**config.mk**
```make
export PLATFORM = sky130hd
export DESIGN_NAME = tmr_top
export DESIGN_NICKNAME = d
export VERILOG_FILES = /design/src/pkg/tmr_pkg.sv /design/src/rtl/tmr_sync3.sv /design/src/rtl/tmr_prescaler.sv /design/src/rtl/tmr_top.sv
export VERILOG_INCLUDE_DIRS = /design/src /design/src/pkg
export SDC_FILE = /design/constraint.sdc
export NUM_CORES = 1
export LEC_CHECK = 0
export ABC_AREA = 1
export BUFFER_PORTS_ARGS = -buffer_cell sky130_fd_sc_hd__buf_2
export CORE_UTILIZATION = 59
export CTS_BUF_LIST = sky130_fd_sc_hd__clkbuf_16
export DETAILED_ROUTE_END_ITERATION = 16
export PLACE_DENSITY = 0.89
export SYNTH_ARGS = -nofsm -noshare
export SYNTH_HDL_FRONTEND = slang
export SYNTH_SLANG_ARGS = --single-unit
```
**constraint.sdc**
```tcl
create_clock -name clk_in -period 5.3 [get_ports clk_in]
set_input_delay 0.53 -clock clk_in [delete_from_list [all_inputs] [get_ports clk_in]]
set_output_delay 0.53 -clock clk_in [all_outputs]
set_load 0.1 [all_outputs]
```
**src/pkg/tmr_params.svh**
```systemverilog
// Purpose: address map, field positions, reset values and timing counts of the timer block
// Assumes: 32-bit APB data, each register one aligned word
// Notes: definitions only
`ifndef TMR_PARAMS_SVH
`define TMR_PARAMS_SVH

// ****************************************************************
// register offsets (byte addresses)
// ****************************************************************
`define TMR_ADDR_W 8
`define TMR_OFS_CTRL 8'h00
`define TMR_OFS_COUNT 8'h04
`define TMR_OFS_STATUS 8'h08

// ****************************************************************
// control field positions
// ****************************************************************
`define TMR_BIT_RUN 15
`define TMR_BIT_IDLE_HALT 13
`define TMR_BIT_EXT_SRC_HI 9
`define TMR_BIT_EXT_SRC_LO 8
`define TMR_BIT_GATE_EN 6
`define TMR_BIT_PRESC_HI 5
`define TMR_BIT_PRESC_LO 4
`define TMR_BIT_SYNC_EN 2
`define TMR_BIT_CLK_SEL 1

// implemented bits 15,13,9,8,6,5,4,2,1
`define TMR_CTRL_WMASK 16'ha376
`define TMR_CTRL_RESET 16'h0000
`define TMR_COUNT_RESET 16'h0000

// ****************************************************************
// timing: device clock is the oscillator, 4 ns period
// ****************************************************************
`define TMR_CLK_PERIOD_NS 4
`define TMR_OSC_DIV 2
`define TMR_PRESC_LAST_1 8'h00
`define TMR_PRESC_LAST_8 8'h07
`define TMR_PRESC_LAST_64 8'h3f
`define TMR_PRESC_LAST_256 8'hff

`endif

```
**src/pkg/tmr_pkg.sv**
```systemverilog
// Purpose: types shared by the timer block
// Assumes: nothing
// Notes: constants live in tmr_params.svh
package tmr_pkg;

	// ****************************************************************
	// field encodings
	// ****************************************************************
	typedef enum logic [1:0] {
		TMR_SRC_SECONDARY_OSC = 2'h0,
		TMR_SRC_DEDICATED_PIN = 2'h1,
		TMR_SRC_LOW_POWER_RC = 2'h2,
		TMR_SRC_GENERIC_PIN = 2'h3
	} tmr_ext_src_t;

	typedef enum logic [1:0] {
		TMR_DIV_1 = 2'h0,
		TMR_DIV_8 = 2'h1,
		TMR_DIV_64 = 2'h2,
		TMR_DIV_256 = 2'h3
	} tmr_presc_t;

	// one-hot bus answer states
	typedef enum logic [1:0] {
		TMR_BUS_WAIT = 2'b01,
		TMR_BUS_ACK = 2'b10
	} tmr_bus_st_t;

	typedef struct packed {
		logic [15:0] ctrl;
		logic [15:0] count;
		tmr_bus_st_t bus_st;
		logic [31:0] prdata;
		logic pslverr;
		logic [7:0] div_cnt;
		logic ext_prev;
		logic ext_pend;
		logic rollover;
	} tmr_top_state_t;

	typedef struct packed {
		logic [7:0] cnt;
	} tmr_presc_state_t;

endpackage

```
**src/rtl/tmr_sync3.sv**
```systemverilog
// Purpose: three-stage synchroniser bank for asynchronous pins
// Assumes: inputs unrelated to clk_in
// Notes: a new level is accepted once stages two and three agree
`timescale 1ns/1ps
module tmr_sync3 #(
	parameter int WIDTH = 5
) (
	input wire logic clk_in,
	input wire logic rstn_in,
	input wire logic [WIDTH-1:0] async_in,
	output logic [WIDTH-1:0] level_out
);

	typedef struct packed {
		logic [WIDTH-1:0] s1;
		logic [WIDTH-1:0] s2;
		logic [WIDTH-1:0] s3;
		logic [WIDTH-1:0] lvl;
	} tmr_sync_state_t;

	tmr_sync_state_t st_r;
	tmr_sync_state_t st_nxt;

	// ****************************************************************
	// per-bit chain; stage one feeds only stage two
	// ****************************************************************
	logic [WIDTH-1:0] lvl_pick;

	// hold last agreed level while stages two and three disagree
	genvar gi;
	generate
		for (gi = 0; gi < WIDTH; gi++) begin : g_bit
			assign lvl_pick[gi] = (st_r.s2[gi] == st_r.s3[gi]) ? st_r.s3[gi] : st_r.lvl[gi];
		end
	endgenerate

	// one process fills the whole next state, so no field has two writers
	always_comb begin
		st_nxt.s1 = async_in;
		st_nxt.s2 = st_r.s1;
		st_nxt.s3 = st_r.s2;
		st_nxt.lvl = lvl_pick;
	end

	always_ff @(posedge clk_in or negedge rstn_in) begin
		if (!rstn_in) begin
			st_r <= '0;
		end else begin
			st_r <= st_nxt;
		end
	end

	assign level_out = st_r.lvl;

endmodule

```
**src/rtl/tmr_prescaler.sv**
```systemverilog
// Purpose: divides the selected timer tick by 1, 8, 64 or 256
// Assumes: tick_in is a one-cycle enable on clk_in
// Notes: clear_in restarts the division from zero
`timescale 1ns/1ps
`include "tmr_params.svh"
module tmr_prescaler #(
	parameter int CNT_W = 8
) (
	input wire logic clk_in,
	input wire logic rstn_in,
	input wire logic clear_in,
	input wire logic tick_in,
	input wire logic [1:0] select_in,
	output logic tick_out
);

	tmr_pkg::tmr_presc_state_t st_r;
	tmr_pkg::tmr_presc_state_t st_nxt;
	logic at_last;

	// last count value of each ratio
	function automatic logic [CNT_W-1:0] last_count(input logic [1:0] sel);
		logic [CNT_W-1:0] v;
		v = CNT_W'(`TMR_PRESC_LAST_1);
		unique case (tmr_pkg::tmr_presc_t'(sel))
			tmr_pkg::TMR_DIV_1: v = CNT_W'(`TMR_PRESC_LAST_1);
			tmr_pkg::TMR_DIV_8: v = CNT_W'(`TMR_PRESC_LAST_8);
			tmr_pkg::TMR_DIV_64: v = CNT_W'(`TMR_PRESC_LAST_64);
			tmr_pkg::TMR_DIV_256: v = CNT_W'(`TMR_PRESC_LAST_256);
		endcase
		return v;
	endfunction

	// ****************************************************************
	// division counter
	// ****************************************************************
	always_comb begin
		// >= also covers a ratio lowered mid-count
		at_last = (st_r.cnt >= last_count(select_in));
		st_nxt = st_r;
		if (clear_in) begin
			st_nxt.cnt = '0;
		end else if (tick_in) begin
			st_nxt.cnt = at_last ? '0 : st_r.cnt + 1'b1;
		end
	end

	always_ff @(posedge clk_in or negedge rstn_in) begin
		if (!rstn_in) begin
			st_r <= '0;
		end else begin
			st_r <= st_nxt;
		end
	end

	assign tick_out = tick_in & at_last & ~clear_in;

endmodule

```
**src/rtl/tmr_top.sv**
```systemverilog
// Purpose: 16-bit general timer with its control register, reached over APB
// Assumes: clk_in is the oscillator clock; source pins are asynchronous
// Notes: APB wait states are not used; every access answers in its first access cycle
`timescale 1ns/1ps
`include "tmr_params.svh"
module tmr_top #(
	parameter int PRESC_W = 8,
	parameter int PIN_N = 5
) (
	input wire logic clk_in,
	input wire logic rstn_in,
	input wire logic [`TMR_ADDR_W-1:0] paddr_in,
	input wire logic psel_in,
	input wire logic penable_in,
	input wire logic pwrite_in,
	input wire logic [31:0] pwdata_in,
	input wire logic [3:0] pstrb_in,
	output logic [31:0] prdata_out,
	output logic pready_out,
	output logic pslverr_out,
	input wire logic idle_mode_in,
	input wire logic gate_in,
	input wire logic generic_ext_clk_pin_in,
	input wire logic dedicated_ext_clk_pin_in,
	input wire logic secondary_osc_in,
	input wire logic low_power_rc_osc_in,
	output logic [15:0] count_value_out,
	output logic running_out,
	output logic rollover_out
);

	tmr_pkg::tmr_top_state_t st_r;
	tmr_pkg::tmr_top_state_t st_nxt;

	// ****************************************************************
	// control fields
	// ****************************************************************
	logic count_run;
	logic idle_halt;
	logic [1:0] ext_source_select;
	logic gate_accumulate_en;
	logic [1:0] prescale_select;
	logic ext_sync_en;
	logic clock_source_sel;

	assign count_run = st_r.ctrl[`TMR_BIT_RUN];
	assign idle_halt = st_r.ctrl[`TMR_BIT_IDLE_HALT];
	assign ext_source_select = st_r.ctrl[`TMR_BIT_EXT_SRC_HI:`TMR_BIT_EXT_SRC_LO];
	assign gate_accumulate_en = st_r.ctrl[`TMR_BIT_GATE_EN];
	assign prescale_select = st_r.ctrl[`TMR_BIT_PRESC_HI:`TMR_BIT_PRESC_LO];
	assign ext_sync_en = st_r.ctrl[`TMR_BIT_SYNC_EN];
	assign clock_source_sel = st_r.ctrl[`TMR_BIT_CLK_SEL];

	// ****************************************************************
	// pin synchronisers
	// ****************************************************************
	logic [PIN_N-1:0] pin_raw;
	logic [PIN_N-1:0] pin_lvl;
	logic gate_lvl;
	logic ext_lvl;

	// bit order: gate, generic, dedicated, secondary, low-power rc
	assign pin_raw = {low_power_rc_osc_in, secondary_osc_in, dedicated_ext_clk_pin_in,
		generic_ext_clk_pin_in, gate_in};

	tmr_sync3 #(
		.WIDTH(PIN_N)
	) u_sync (
		.clk_in(clk_in),
		.rstn_in(rstn_in),
		.async_in(pin_raw),
		.level_out(pin_lvl)
	);

	assign gate_lvl = pin_lvl[0];

	// extended source selection
	always_comb begin
		ext_lvl = 1'b0;
		unique case (tmr_pkg::tmr_ext_src_t'(ext_source_select))
			tmr_pkg::TMR_SRC_GENERIC_PIN: ext_lvl = pin_lvl[1];
			tmr_pkg::TMR_SRC_DEDICATED_PIN: ext_lvl = pin_lvl[2];
			tmr_pkg::TMR_SRC_SECONDARY_OSC: ext_lvl = pin_lvl[3];
			tmr_pkg::TMR_SRC_LOW_POWER_RC: ext_lvl = pin_lvl[4];
		endcase
	end

	// ****************************************************************
	// tick generation
	// ****************************************************************
	logic int_tick;
	logic ext_edge;
	logic ext_tick;
	logic src_tick;
	logic halted;
	logic presc_clear;
	logic count_tick;
	logic ctrl_wr;
	logic count_wr;

	// oscillator/2 enable pulse
	assign int_tick = (st_r.div_cnt == 8'(`TMR_OSC_DIV - 1));

	// rising edge of the chosen extended source
	assign ext_edge = ext_lvl & ~st_r.ext_prev;

	// synced mode waits for the next internal phase; costs up to one tick of latency
	assign ext_tick = ext_sync_en ? (st_r.ext_pend & int_tick) : ext_edge;

	// source select, with the gate applied to the internal clock only
	always_comb begin
		if (clock_source_sel) begin
			src_tick = ext_tick;
		end else if (gate_accumulate_en) begin
			src_tick = int_tick & gate_lvl;
		end else begin
			src_tick = int_tick;
		end
	end

	// stopped, or halted in idle when asked to
	assign halted = ~count_run | (idle_halt & idle_mode_in);

	// a control write also restarts the division, so a new ratio starts clean
	assign presc_clear = halted | ctrl_wr;

	tmr_prescaler #(
		.CNT_W(PRESC_W)
	) u_presc (
		.clk_in(clk_in),
		.rstn_in(rstn_in),
		.clear_in(presc_clear),
		.tick_in(src_tick),
		.select_in(prescale_select),
		.tick_out(count_tick)
	);

	// ****************************************************************
	// latency and limits of the tick path
	// ****************************************************************
	// a pin edge passes three flops and the agreement stage, about four to five clocks
	// synced extended mode waits on top of that for the next internal phase
	// pin high and low phases shorter than two clocks can be lost in the synchroniser
	// the unsynchronised mode still uses the synchroniser, since the block has one clock
	// the gate pin goes through the same bank, so gating starts and stops late by the same amount
	// the gate only qualifies internal ticks; with an extended source it is never looked at
	// switching the extended source can show one false edge, as the edge memory
	// still holds the level of the pin that was selected before
	// software that cares should stop the timer, switch, then start it again
	// the prescaler restarts on every control write and while halted,
	// so a new ratio never inherits a partial count
	// a software count load beats a tick in the same cycle; that tick is lost
	// rollover is a single-cycle pulse in the cycle that shows the wrapped count
	// idle halting is immediate: idle_mode_in comes from this clock and needs no synchroniser

	// ****************************************************************
	// bus decode
	// ****************************************************************
	logic setup_ph;
	logic access_done;
	logic addr_ok;
	logic [15:0] wr_mask;
	logic [15:0] status_word;

	function automatic logic addr_hit(input logic [`TMR_ADDR_W-1:0] a);
		return (a == `TMR_OFS_CTRL) || (a == `TMR_OFS_COUNT) || (a == `TMR_OFS_STATUS);
	endfunction

	assign setup_ph = psel_in & ~penable_in;
	assign pready_out = psel_in & penable_in & (st_r.bus_st == tmr_pkg::TMR_BUS_ACK);
	assign access_done = pready_out;
	assign addr_ok = addr_hit(paddr_in);
	assign ctrl_wr = access_done & pwrite_in & (paddr_in == `TMR_OFS_CTRL);
	// count load from software
	assign count_wr = access_done & pwrite_in & (paddr_in == `TMR_OFS_COUNT);

	// byte lanes 0 and 1 cover the 16-bit registers
	assign wr_mask = {{8{pstrb_in[1]}}, {8{pstrb_in[0]}}};

	// status: idle-halted, extended level, gate level, running
	assign status_word = {12'h000,
		idle_halt & idle_mode_in, // bit 3
		ext_lvl, // bit 2
		gate_lvl, // bit 1
		~halted}; // bit 0

	// byte-lane merge shared by both writable registers
	function automatic logic [15:0] merge_lanes(input logic [15:0] old_v, input logic [15:0] new_v,
		input logic [15:0] lanes);
		logic [15:0] v;
		v = (old_v & ~lanes) | (new_v & lanes);
		return v;
	endfunction

	// ****************************************************************
	// next state
	// ****************************************************************
	always_comb begin
		st_nxt = st_r;
		st_nxt.rollover = 1'b0;

		// oscillator divider runs freely
		if (int_tick) begin
			st_nxt.div_cnt = '0;
		end else begin
			st_nxt.div_cnt = st_r.div_cnt + 8'h01;
		end

		// edge memory and pending synced edge; a new edge beats the consume
		st_nxt.ext_prev = ext_lvl;
		st_nxt.ext_pend = (st_r.ext_pend & ~int_tick) | ext_edge;

		// counter advances only while running
		if (count_tick) begin
			st_nxt.count = st_r.count + 16'h0001;
			st_nxt.rollover = (st_r.count == 16'hffff);
		end

		// bus answer: data latched in setup, handed over in first access cycle
		unique case (st_r.bus_st)
			tmr_pkg::TMR_BUS_WAIT: begin
				if (setup_ph) begin
					st_nxt.bus_st = tmr_pkg::TMR_BUS_ACK;
					st_nxt.pslverr = ~addr_ok;
					st_nxt.prdata = 32'h0000_0000;
					if (!pwrite_in) begin
						unique case (paddr_in)
							`TMR_OFS_CTRL: st_nxt.prdata = {16'h0000, st_r.ctrl & `TMR_CTRL_WMASK};
							`TMR_OFS_COUNT: st_nxt.prdata = {16'h0000, st_r.count};
							`TMR_OFS_STATUS: st_nxt.prdata = {16'h0000, status_word};
							default: st_nxt.prdata = 32'h0000_0000;
						endcase
					end
				end
			end
			tmr_pkg::TMR_BUS_ACK: begin
				if (access_done) begin
					st_nxt.bus_st = tmr_pkg::TMR_BUS_WAIT;
					if (ctrl_wr) begin
						// unimplemented bits never store
						st_nxt.ctrl = merge_lanes(st_r.ctrl, pwdata_in[15:0], wr_mask) & `TMR_CTRL_WMASK;
					end
					if (count_wr) begin
						// software load wins over a tick in the same cycle
						st_nxt.count = merge_lanes(st_r.count, pwdata_in[15:0], wr_mask);
					end
				end else if (!psel_in) begin
					// master abandoned the transfer
					st_nxt.bus_st = tmr_pkg::TMR_BUS_WAIT;
				end
			end
			default: begin
				st_nxt.bus_st = tmr_pkg::TMR_BUS_WAIT;
			end
		endcase
	end

	// ****************************************************************
	// state register
	// ****************************************************************
	// every field is listed so nothing is left to a default;
	// the bus answer always returns to waiting
	always_ff @(posedge clk_in or negedge rstn_in) begin
		if (!rstn_in) begin
			st_r.ctrl <= `TMR_CTRL_RESET;
			st_r.count <= `TMR_COUNT_RESET;
			st_r.bus_st <= tmr_pkg::TMR_BUS_WAIT;
			st_r.prdata <= 32'h0000_0000;
			st_r.pslverr <= 1'b0;
			st_r.div_cnt <= 8'h00;
			st_r.ext_prev <= 1'b0;
			st_r.ext_pend <= 1'b0;
			st_r.rollover <= 1'b0;
		end else begin
			st_r <= st_nxt;
		end
	end

	// ****************************************************************
	// outputs
	// ****************************************************************
	// data held until the next setup, so it is stable for the whole access
	assign prdata_out = st_r.prdata;
	assign pslverr_out = pready_out & st_r.pslverr;
	assign count_value_out = st_r.count;
	// combinational from idle_mode_in, so with idle halt set it drops in the cycle idle rises
	assign running_out = ~halted;
	assign rollover_out = st_r.rollover;

endmodule

```
== Word-level counts from Yosys, hierarchy flattened ==
Cells that the tools add are included.

* Register bits after elaboration: 99
* Latch bits: 0
* Memory bits (writable): 0
* ROM bits: 0
* Output and inout bits: 52
* Word-level logic and storage cells: 100
* Memories kept: 0

* Add/subtract/negate cells: 3
* Multiply operators: 0
* Div/mod/pow operators: 0
* $lt $le $gt $ge: 1
* Equality and inequality tests: 19
* Shifts and indexed selects: 0
* Mux-type cells: 20
* Bitwise operators: 30
* Reductions and logical operators: 9

{| class="wikitable"
|+ Operators by type and width
! cell !! number
|-
| 16-bit two-way mux || 4
|-
| 16-bit bitwise AND || 3
|-
| 16-bit one-hot mux with 3 select lines || 1
|-
| 35-bit two-way mux || 1
|-
| 32-bit two-way mux || 1
|-
| 8-bit two-way mux || 4
|-
| 16-bit bitwise OR || 2
|-
| 8-bit one-hot mux with 4 select lines || 1
|-
| 16-bit by 1-bit adder with 16-bit output (second input constant) || 1
|-
| 8-bit by 1-bit adder with 8-bit output (second input constant) || 2
|-
| 16-bit equality test (second input constant) || 1
|-
| 16-bit inverter || 1
|-
| 1-bit bitwise AND || 14
|-
| 2-bit equality test (second input constant) || 5
|-
| 8-bit by 1-bit equality test with 1-bit output (second input constant) || 1
|-
| 8-bit by 3-bit equality test with 1-bit output (second input constant) || 1
|-
| 8-bit by 4-bit equality test with 1-bit output (second input constant) || 1
|-
| 8-bit >= comparator || 1
|-
| 8-bit zero test || 1
|-
| 1-bit inverter || 7
|-
| 2-bit by 1-bit equality test with 1-bit output (second input constant) || 3
|-
| 1-bit equality test || 5
|-
| 2-bit zero test || 2
|-
| 1-bit two-way mux || 4
|-
| 10 further kinds || 15
|}

== Longest topological paths before layout ==
Gate-level depths: netlist of the first run.

* Depth after elaboration: 11
* Mapped depth: 14

== Hierarchy ==
From an unflattened synthesis of the first run, not the netlist that was laid out.

* Cells, all modules: 636
* Area total of the unflattened synthesis: 4,812.1 um^2

{| class="wikitable"
|+ By module, submodules not included
! module !! times used !! cells each !! area each (um^2) !! sequential area each (um^2)
|-
| tmr_top || 1 || 486 || 3,503.4 || 1,377.6
|-
| tmr_prescaler || 1 || 105 || 689.4 || 200.2
|-
| tmr_sync3 || 1 || 45 || 619.3 || 500.5
|}

== Least setup slack after synthesis of the first run ==
Ideal clock, no wire load.

* Path type: input port to output port
* Start: input psel_in
* End: output pslverr_out
* Arrival time: 1,887 ps
* Required time: 4,770 ps
* Setup slack: 2,883 ps
* Stages: 2
* Path buffers: 0
* Path through: nand3_4 > nor2_1

* Cells in the longest elaborated chain, start to end: 3

{| class="wikitable"
|+ Ends and longest elaborated chain
! element !! line !! source
|-
| from (decl) || tmr_top.sv:13 || <nowiki>input wire logic psel_in,</nowiki>
|-
| 1-bit bitwise AND (2 in a row) || tmr_top.sv:170 || <nowiki>assign pready_out = psel_in & penable_in & (st_r.bus_st == tmr_pkg::TMR_BUS_ACK);</nowiki>
|-
| 1-bit bitwise AND || tmr_top.sv:284 || <nowiki>assign pslverr_out = pready_out & st_r.pslverr;</nowiki>
|-
| to (decl) || tmr_top.sv:20 || <nowiki>output logic pslverr_out,</nowiki>
|}

No other way between the ends.

== Final worst setup path of the first run ==
* Start: register st_r[44] (netlist name)
* End: register st_r (netlist bit prdata_out[11])

* Cells in the longest elaborated chain, start to end: 2

{| class="wikitable"
|+ Ends and longest elaborated chain
! element !! line !! source
|-
| from (decl) || tmr_top.sv:32 || <nowiki>tmr_pkg::tmr_top_state_t st_r;</nowiki>
|-
| from (signal assigned) || tmr_top.sv:275 || <nowiki>st_r <= st_nxt;</nowiki>
|-
| 2-bit by 1-bit equality test with 1-bit output || tmr_top.sv:220 || <nowiki>unique case (st_r.bus_st)</nowiki>
|-
| 2-bit AND reduction (no source line) || n/a ||
|}

No other way between the ends.
A chain may end at the register's enable or synchronous reset.

==> flow_summary.ini, run 1 <==
[critical_path]
r2r_end = prdata_out[11]
r2r_slack_ns = 2.64
ff2ff_path_depth = 4
criticalPathCategory = reg2reg
setup.worst_path.start_class = flip-flop
cpPeakStageDelay_ns = 0.85
critPathLaunch = st_r[44]
worstReg2RegStart = st_r[44]
critical_path.cell_chain = nand3_1, nor2_1, nand2_1, o21ai_0
cp-endpoint = prdata_out[11]
cp_data_required_time_ns = 5.55
crit_path_max_fanout = 20
crit_slowest_cell = nor2_1
endpoint_kind = flip-flop
arrival_ns = 2.91

[grt]
overflow = 0
grt_start_max_net_pins = 84
grt.total_usage = 0.2820
antenna_found_initial = 0
grt_pass1_wl_mm = 18.58
grt_pass1_vias = 3929

[yosys]
yosysTopAreaCellShare = 0.4294
synth_top_family_by_area = simple AND/OR/NAND/NOR gates
synthMuxAreaShare = 0.007070
synth_top_area_cell = dfrtp_1
synth_cells = 573
synth_common_cells = nand2_1 (127), dfrtp_1 (82), inv_1 (56)
avgSynthCellArea_um2 = 8.339
syn-cell-area_um2 = 4778
synth_ff_type = dfrtp_1
synth.distinct_cells = 39
seq_area_frac_synth = 0.4349
yosys.area_share.simple = 0.2663
ys_warn_count = 0
synthXorXnorAreaFrac = 0.03116
synthAdderAreaFrac = 0.03666
yosysMostFrequentCell = nand2_1
synth_compound_area_frac = 0.07803
synthTopCellsByArea = dfrtp_1 (43%), nand2_1 (10%), buf_4 (8.3%)
async_flop_share = 1.000
ys_ff_latch = 83
synth-edff-count = 0

[floorplanning]
start_util = 0.6152
num_io_pins = 107
rows = 32
die_area_um2 = 8463
die_h_um = 92.00
fp.coreArea_um2 = 7767
die_x_um = 92.00

[sta]
timing.final.crit_period_ns = 2.661
post-route-period-util = 0.5021
finalMaxSlewViolations = 0
rsz0062_at_grt = no
setup_viol = 0
tns_ns = 0
finalHoldViolCount = 0
skew_ns = 0.006878
maxSlewHeadroom = 0.3246
worst_pin_slew_ns = 1.013
fmax_mhz = 375.8

[finish]
finalNetCount = 673
fin_cells = 715
diodes = 0
postLayoutCoreUtil = 0.6622
layout-drive-gt1-share = 0.1909
num-fill-cells = 625
layout-area-overhead-vs-synth_pct = 7.646

[cts]
root_buffer = clkbuf_16
clkLatencyLatePin_ns = 0.34
cts.sink_count = 83
cts_max_level = 3
cts.clk_slew.worst_paths_ns = 0.06
cts.repair.resized = 0
post_cts_buffers = 0
cts_tree = yes
clk_path_buf_depth = 2
cts_buffers = 9
postCtsHoldBufs = 0

[placed_design]
dp_hpwl_mm = 7.762
dp_cells = 699
routabilityCongestion = 0.9420
port_buffers = 72

[power]
leakagePower_nw = 2.594
ir_drop_mv = 0.2176
p_seq_frac = 0.478
power_frac_comb = 0.082
powerDensity_nw_per_um2 = 267.0
internal_power_mw = 0.9933
power_frac_clock = 0.440
swShare = 0.2767
power_switching_mw = 0.3800

[route]
wl_met1_mm = 4.425
drt_iter0_markers = 392
vias_per_cell = 5.758
wl_per_cell_um = 15.53
antenna_left = 0
dr_wl_met3_um = 892
firstDrtPassIters = 5
top_layer = met4
drt_wl_total_mm = 11.10
vias = 4117
drc = 0
route.met2.wl_mm = 5.413

[flow_run]
drv_cap = 0

[worst_hold_path]
hp-class = in2reg

[outcome]
outcome = finished, final reports clean
-- cell families (layout without fill, tap and decap cells) --
family,count (synthesis),count (layout)
buf+inv,124,149
simple gates,274,274
mux,3,3
other cells,1,16
fa+ha+maj,15,15
compound gates,56,56
flops,83,83
xor+xnor,17,17
-- power groups by stage --
| stage | clock [mW] | combinational (mW) | sequential [mW] |
|---|---|---|---|
| final | 0.604 | 0.113 | 0.656 |
| after global routing | 0.633 | 0.121 | 0.657 |
| after global placement | 0 | 0.110 | 0.667 |
| after CTS | 0.602 | 0.113 | 0.656 |
| after detailed placement | 0 | 0.113 | 0.668 |
| after floorplan | 0 | 0.0889 | 0.665 |
-- cell type report --
| class | instances | area, µm² | share of cell area |
|---|---|---|---|
| flip-flops and latches | 83 | 2078 | 0.4040 |
| multi-input cells | 381 | 2063 | 0.4011 |
| repair buffers | 72 | 362.8 | 0.07054 |
| inverters | 61 | 229.0 | 0.04451 |
| clock buffers | 9 | 225.2 | 0.04378 |
| well taps | 102 | 127.6 | 0.02481 |
| clock inverters | 7 | 57.56 | 0.01119 |
-- worst max-delay path: cells and delay by family, from the launching register on --
kind | cells | cell delay (ns)
compound gates | 1 | 0.25
simple gates | 3 | 1.77
flops | 1 | 0.56
-- metal layers --
layer  track usage  vias up
li1              -     1880
met1        0.3507     1985
met2        0.4639      206
met3       0.07297       46
met4        0.1237        0
met5             0        -
-- worst min-delay path by stage --
stage	cells after the start	endpoint	from	slack, ns
after floorplan	0	asynchronous set/reset pin	rstn_in	0.23
after global placement	0	u_sync.st_nxt[7]	u_sync.st_nxt[12]	0.33
after detailed placement	0	u_sync.st_nxt[8]	u_sync.st_nxt[13]	0.34
after CTS	1	u_sync.st_nxt[14]	low_power_rc_osc_in	0.29
after global routing	1	u_sync.st_nxt[14]	low_power_rc_osc_in	0.28
final	1	u_sync.st_nxt[14]	low_power_rc_osc_in	0.29
-- per-stage QoR --
| step | cell area, µm² | setup slack (ns) | power (mW) | hold slack, ns |
|---|---|---|---|---|
| floorplan | 4835 | 2.883 | 0.7544 | 0.2344 |
| global placement | 4861 | 2.560 | 0.7770 | 0.3336 |
| detailed placement | 4861 | 2.399 | 0.7808 | 0.3378 |
| CTS | 5144 | 2.658 | 1.371 | 0.2883 |
| global route | 5144 | 2.384 | 1.411 | 0.2834 |
| finish | 5144 | 2.639 | 1.373 | 0.2917 |
-- cells in the final DEF (no fill, tap or decap), types with 2 or more instances in the layout --
cell type,n
xor2_1,17
clkinv_1,2
nand3_1,54
nand4_1,17
maj3_1,5
nor2_2,7
nor3_1,11
inv_1,56
nand2_2,2
nor2_1,42
inv_6,4
o22ai_1,7
a32o_1,9
mux2_2,3
inv_2,4
dfrtp_1,82
buf_2,71
nor2_4,3
ha_1,10
clkbuf_16,9
a21oi_1,18
nand2_4,2
nand2_1,127
nand3_2,3
nor4_1,2
conb_1,16
nand3_4,2
o21ai_0,15
Power figures use the tool's default switching activity.
==> run 2, diff against run 1 <==
--- a/config.mk
+++ b/config.mk
@@ -8,10 +8,10 @@
 export LEC_CHECK = 0
 export ABC_AREA = 1
 export BUFFER_PORTS_ARGS = -buffer_cell sky130_fd_sc_hd__buf_2
-export CORE_UTILIZATION = 59
+export CORE_UTILIZATION = 49
 export CTS_BUF_LIST = sky130_fd_sc_hd__clkbuf_16
 export DETAILED_ROUTE_END_ITERATION = 16
-export PLACE_DENSITY = 0.89
+export PLACE_DENSITY = 0.79
 export SYNTH_ARGS = -nofsm -noshare
 export SYNTH_HDL_FRONTEND = slang
 export SYNTH_SLANG_ARGS = --single-unit
==> constraint.sdc (replaced) <==
create_clock -name clk_in -period 2.3 [get_ports clk_in]
set_input_delay 0.23 -clock clk_in [delete_from_list [all_inputs] [get_ports clk_in]]
set_output_delay 0.23 -clock clk_in [all_outputs]
set_load 0.1 [all_outputs]
==> run 2 against run 1 <==
- first-iteration DRC count down 6.6%
- register-to-register slack lost 2.5 ns
- clock power rose by 140%
- global-route usage fell by 5.2 points
- sequential power is 130% higher
- core utilization fell by 9.1 points
- largest cell class unchanged
- highest routed layer unchanged
- count of clock-buffer cells in the layout unchanged
- flip-flop and latch count unchanged
- maximum frequency increased by 26%
- final cell count rose by 5.7%
==> flow_summary.ini, run 2 (synthesis results as in run 1) <==
[outcome]
outcome = finished, final reports clean

[finish]
final_area_um2 = 5329
layout-drive-gt1-share = 0.2010
final_common_cell = nand2_1
layout_common_cells = nand2_1 (127), dfrtp_1 (82), buf_2 (71), inv_1 (56), nand3_1 (54)
diodes = 0
num-fill-cells = 792
finalNetCount = 687
postLayoutCoreUtil = 0.5713
layout-area-overhead-vs-synth_pct = 11.52

[critical_path]
cpPeakStageDelay_ns = 0.42
endpoint_kind = flip-flop
path_buf_inv = 1
path_common_cell = nand2_1
crit_path_max_fanout = 17
critPathTopFamily = simple AND/OR/NAND/NOR gates
crit_slowest_cell = dfrtp_1
criticalPathCategory = reg2reg
cp_data_required_time_ns = 2.54
critical_path.cell_chain = nor2_2, ha_1, a21oi_1, nand2_1, nand2_1, nand2_1, nand2_1, nand2_4, nand3_4, clkinv_1, nand2_1, nand2_1, nand2_1, nand2_1
setup.worst_path.start_class = flip-flop
arrival_ns = 2.36

[floorplanning]
fp.coreArea_um2 = 9328
num_io_pins = 107
die_h_um = 100.8
die_area_um2 = 10150
start_util = 0.5123
rows = 35
die_x_um = 100.8

[route]
drc = 0
drt_iter0_markers = 366
wl_per_cell_um = 14.13
antenna_left = 0
vias_per_cell = 5.267
drt_wl_total_mm = 10.69
vias = 3982
firstDrtPassIters = 7

[sta]
timing.final.crit_period_ns = 2.120
finalMaxSlewViolations = 0
maxSlewHeadroom = 0.6451
rsz0062_at_grt = no
post-route-period-util = 0.9218
skew_ns = 0.009085
setup_slack_ns = 0.1798
setup_viol = 0
fmax_mhz = 471.7
tns_ns = 0
hold_slack_ns = 0.1358
finalHoldViolCount = 0
worst_pin_slew_ns = 0.5317

[grt]
grt_start_max_net_pins = 84
antenna_found_initial = 0
grt_pass1_wl_mm = 18.01
grt_pass1_vias = 3809
grt.total_usage = 0.2296
overflow = 0

[cts]
cts_tree = yes
cts_max_level = 3
cts_buffers = 9
cts.repair.resized = 0
root_buffer = clkbuf_16
cts.sink_count = 83
clkLatencyLatePin_ns = 0.34
clk_path_buf_depth = 2
cts.clk_slew.worst_paths_ns = 0.07

[power]
power_frac_comb = 0.086
power_switching_mw = 0.9008
powerDensity_nw_per_um2 = 605.6
power_frac_clock = 0.446
internal_power_mw = 2.326
p_seq_frac = 0.468
swShare = 0.2791
ir_drop_mv = 0.4270
leakagePower_nw = 2.675

[placed_design]
post-place-ws_ns = 0.1809
placed_area_um2 = 4967
port_buffers = 72
dp_hpwl_mm = 7.722
routabilityCongestion = 0.8906

[flow_run]
drv_cap = 0

[worst_hold_path]
hp-class = in2reg
==> run 2: cell count changes in the layout (fill, tap and decap cells not counted), moves of 2 or more <==
cell	before	now
buf_4	1	8
dlygate4sd3_1	0	6
inv_6	4	2
inv_8	1	3
==> run 2: area by class of cell <==
cell class	count	area, µm²	area share
multi-input combinational	381	2063	0.3872
tap	129	161.4	0.03029
sequential	83	2078	0.3900
inverter	61	229.0	0.04297
clock buffer	9	225.2	0.04226
timing repair buffer	86	495.5	0.09298
clock inverter	7	76.32	0.01432
==> run 2: power groups by stage <==
stage	Clock [mW]	Sequential [mW]	Combinational (mW)
global route	1.54	1.51	0.299
CTS	1.48	1.51	0.278
global placement	0	1.54	0.266
floorplan	0	1.53	0.205
finish	1.44	1.51	0.276
detailed placement	0	1.54	0.269
==> run 2: per-layer routing <==
layer	global-route usage	vias up	wire [µm]	share of wire
met4	0.1081	0	231	0.022
met2	0.3504	163	4947	0.46
met5	0	-	0	0
met1	0.3166	1892	4784	0.45
met3	0.04369	17	722	0.068
li1	-	1910	-	-
==> run 2: path summary, 6_finish.rpt <==
path | to | slack (ns) | cells past startpoint | startpoint
max | flip-flop | 0.18 | 14 | flip-flop
min | flip-flop | 0.14 | 3 | pwdata_in[12]
max reg2reg | flip-flop | 0.18 | 14 | flip-flop
min reg2reg | u_sync.st_nxt[7] | 0.35 | 0 | u_sync.st_nxt[12]
max in group asynchronous | st_r[44] | 1.50 | 3 | rstn_in
min in group asynchronous | asynchronous set/reset pin | 0.45 | 3 | rstn_in
==> run 2: worst reg2reg max path, delay by kind of cell (launching register included) <==
| kind | cells | cell delay, ns |
|---|---|---|
| simple gates | 11 | 1.01 |
| flops | 1 | 0.42 |
| fa+ha+maj | 1 | 0.26 |
| buf+inv | 1 | 0.18 |
| compound gates | 1 | 0.14 |
==> run 2: stage by stage <==
step	cells	total power, mW
floorplan	588	1.738
global placement	734	1.803
detailed placement	734	1.808
CTS	756	3.266
global route	756	3.352
finish	756	3.227
==> run 2: timing repair <==
| action | CTS | global route |
|---|---|---|
| hold buffers | 6 | 0 |
| setup buffers | 0 | 0 |
| endpoints found under the hold margin | 87 | 0 |
==> run 3, diff against run 2 <==
--- a/config.mk
+++ b/config.mk
@@ -6,12 +6,11 @@
 export SDC_FILE = /design/constraint.sdc
 export NUM_CORES = 1
 export LEC_CHECK = 0
-export ABC_AREA = 1
 export BUFFER_PORTS_ARGS = -buffer_cell sky130_fd_sc_hd__buf_2
 export CORE_UTILIZATION = 49
 export CTS_BUF_LIST = sky130_fd_sc_hd__clkbuf_16
 export DETAILED_ROUTE_END_ITERATION = 16
-export PLACE_DENSITY = 0.79
+export PLACE_DENSITY = 0.8
 export SYNTH_ARGS = -nofsm -noshare
 export SYNTH_HDL_FRONTEND = slang
 export SYNTH_SLANG_ARGS = --single-unit
==> run 3 against run 2 <==
- the flow now finishes with violations (negative setup slack)
- clock skew down 0.0032 ns
- first-iteration DRC count down 30%
- sequential power about the same
- final cell count down 19%
- critical path type unchanged
- largest cell class unchanged
- highest routed layer unchanged
==> flow_summary.ini, run 3 <==
[sta]
setup_viol = 1
post-route-period-util = 1.006
worst_pin_slew_ns = 0.5070
finalMaxSlewViolations = 0
skew_ns = 0.005871
rsz0062_at_grt = yes
timing.final.crit_period_ns = 2.313
maxSlewHeadroom = 0.6620
fmax_mhz = 432.3
setup_slack_ns = -0.01334
finalHoldViolCount = 0

[cts]
cts_buffers = 9
clkLatencyLatePin_ns = 0.34
cts_tree = yes
root_buffer = clkbuf_16
cts.clk_slew.worst_paths_ns = 0.06
cts_max_level = 3
cts.sink_count = 83
clk_path_buf_depth = 2

[finish]
layout-area-overhead-vs-synth_pct = 16.98
layout_common_cells = dfrtp_1 (81), buf_2 (71), nand2_1 (40), buf_4 (32), o21ai_0 (25)
layout-drive-gt1-share = 0.2978
diodes = 0
postLayoutCoreUtil = 0.5931
finalNetCount = 567
final_area_um2 = 5172
final_common_cell = dfrtp_1

[worst_hold_path]
holdPathEnd = u_sync.st_nxt[13]
holdPathStages = 1
hp-class = in2reg
worstHoldStart = secondary_osc_in

[flow_run]
drv_cap = 0

[yosys]
synth_compound_area_frac = 0.1293
ys_ff_latch = 83
yosysMostFrequentCell = dfrtp_1
synth_top_family_by_area = simple AND/OR/NAND/NOR gates
synth_cells = 429
synthMuxAreaShare = 0.05093
syn-cell-area_um2 = 4422
yosys.area_share.simple = 0.1947
synthAdderAreaFrac = 0.03962
ys_warn_count = 0
synth-edff-count = 0
synth_top_area_cell = dfrtp_1
synth_common_cells = dfrtp_1 (82), buf_4 (48), nand2_1 (42)
synth_ff_type = dfrtp_1
avgSynthCellArea_um2 = 10.31
seq_area_frac_synth = 0.4700
synthTopCellsByArea = dfrtp_1 (46%), buf_4 (8.1%), nand2_1 (3.6%)
synthXorXnorAreaFrac = 0.01387
yosysTopAreaCellShare = 0.4641
async_flop_share = 1.000
synth.distinct_cells = 64

[critical_path]
crit_slowest_cell = o41ai_1
crit_path_max_fanout = 7
r2r_slack_ns = -0.01
critPathTopFamily = compound AO/OA/AOI/OAI gates
cp_data_required_time_ns = 2.58
endpoint_kind = flip-flop
criticalPathCategory = reg2reg
setup.worst_path.start_class = flip-flop
cpPeakStageDelay_ns = 0.54
path_buf_inv = 0
ff2ff_path_depth = 7
arrival_ns = 2.59
critical_path.cell_chain = nand2_2, ha_4, nand4_1, o311ai_4, nand3b_4, o41ai_1, o21a_1

[route]
vias_per_cell = 5.758
drc = 0
firstDrtPassIters = 5
vias = 3541
antenna_left = 0
wl_per_cell_um = 16.77
drt_wl_total_mm = 10.32
drt_iter0_markers = 255

[floorplanning]
num_io_pins = 107
rows = 34
die_h_um = 97.00
die_x_um = 97.00
fp.coreArea_um2 = 8721
die_area_um2 = 9408
start_util = 0.5070

[power]
leakagePower_nw = 2.468
powerDensity_nw_per_um2 = 607.9
ir_drop_mv = 0.4541

[outcome]
outcome = finished, violations left
violations = negative setup slack

[placed_design]
placed_area_um2 = 4748
routabilityCongestion = 0.8634
dp_hpwl_mm = 7.587
port_buffers = 72

[grt]
grt_pass1_wl_mm = 17.12
grt_pass1_vias = 3556
grt_start_max_net_pins = 42
grt.total_usage = 0.2298
overflow = 0
antenna_found_initial = 0
run 3: changes by cell type after synthesis, sizes merged, moves of 9 or more:
cell	previous run	this run
o21ai	16	25
nor2	52	17
nand3	59	17
inv	60	4
and3	0	11
xor2	17	1
mux2i	0	9
nand2	131	43
a32o	9	0
nand3b	0	9
run 3: timing repair:
action                                 CTS  global route
hold buffers                             5             0
resized for setup                        2             9
buffers inserted                         4             2
endpoints found under the hold margin   42             0
setup endpoints to repair               17            21
pin swaps                                1             6
run 3: worst reg2reg max path, stage by stage (launching register included):
cell	delay, ns
dfrtp_1	0.42
nand2_2	0.11
ha_4	0.29
nand4_1	0.14
o311ai_4	0.43
nand3b_4	0.16
o41ai_1	0.54
o21a_1	0.16
run 3: how the worst max path moves through the flow:
stage | from | end | cells past startpoint
global route | flip-flop | u_presc.st_r[4] | 10
global placement | flip-flop | flip-flop | 9
CTS | flip-flop | u_presc.st_r[4] | 10
floorplan | st_r[44] | pslverr_out | 3
finish | flip-flop | flip-flop | 7
detailed placement | flip-flop | flip-flop | 9
run 3: layout make-up:
cell class / count / area [µm²]
clock inverters: 7 / 56.30
fillers: 707 / 3548
flip-flops and latches: 83 / 2079
multi-input cells: 294 / 1993
repair buffers: 110 / 668.1
clock buffers: 9 / 225.2
inverters: 4 / 15.01
well taps: 108 / 135.1
run 3: through the flow:
stage / power (mW) / worst slack [ns] / hold slack, ns / TNS (ns) / std cells
2_1_floorplan: 1.721 / 0.01888 / -0.06559 / 0 / 444
3_3_place_gp: 1.789 / 0.0003255 / 0.2339 / 0 / 588
3_5_place_dp: 1.796 / -0.1021 / 0.2372 / -0.2782 / 588
4_1_cts: 3.159 / 0.01230 / 0.0009257 / 0 / 613
5_1_grt: 3.245 / -0.1082 / 0.0006844 / -1.036 / 615
6_report: 3.144 / -0.01334 / 0.006673 / -0.01334 / 615
run 3: kinds of logic (layout without fill, tap and decap cells):
family | after synthesis | count (layout)
xor gates and xnor gates | 7 | 7
muxes | 20 | 20
other | 1 | 16
AOI/OAI and AO/OA | 85 | 85
buffers and inverters | 67 | 130
and+or+nand+nor | 151 | 151
DFF | 83 | 83
adders and majority gates | 15 | 15
run 3: layer usage:
metal  up-vias  GRT usage  share of wire
li1       1637          -              -
met1      1705     0.2978           0.43
met2       162     0.3592           0.47
met3        37    0.05491          0.070
met4         0     0.1171          0.031
met5         -          0              0
run 3: report_power, final:
part / total [mW] / switching [mW] / internal [mW]
clock network: 1.37 / 0.623 / 0.747
logic: 0.261 / 0.202 / 0.0587
registers: 1.51 / 0.0201 / 1.49
total: 3.14 / 0.845 / 2.30
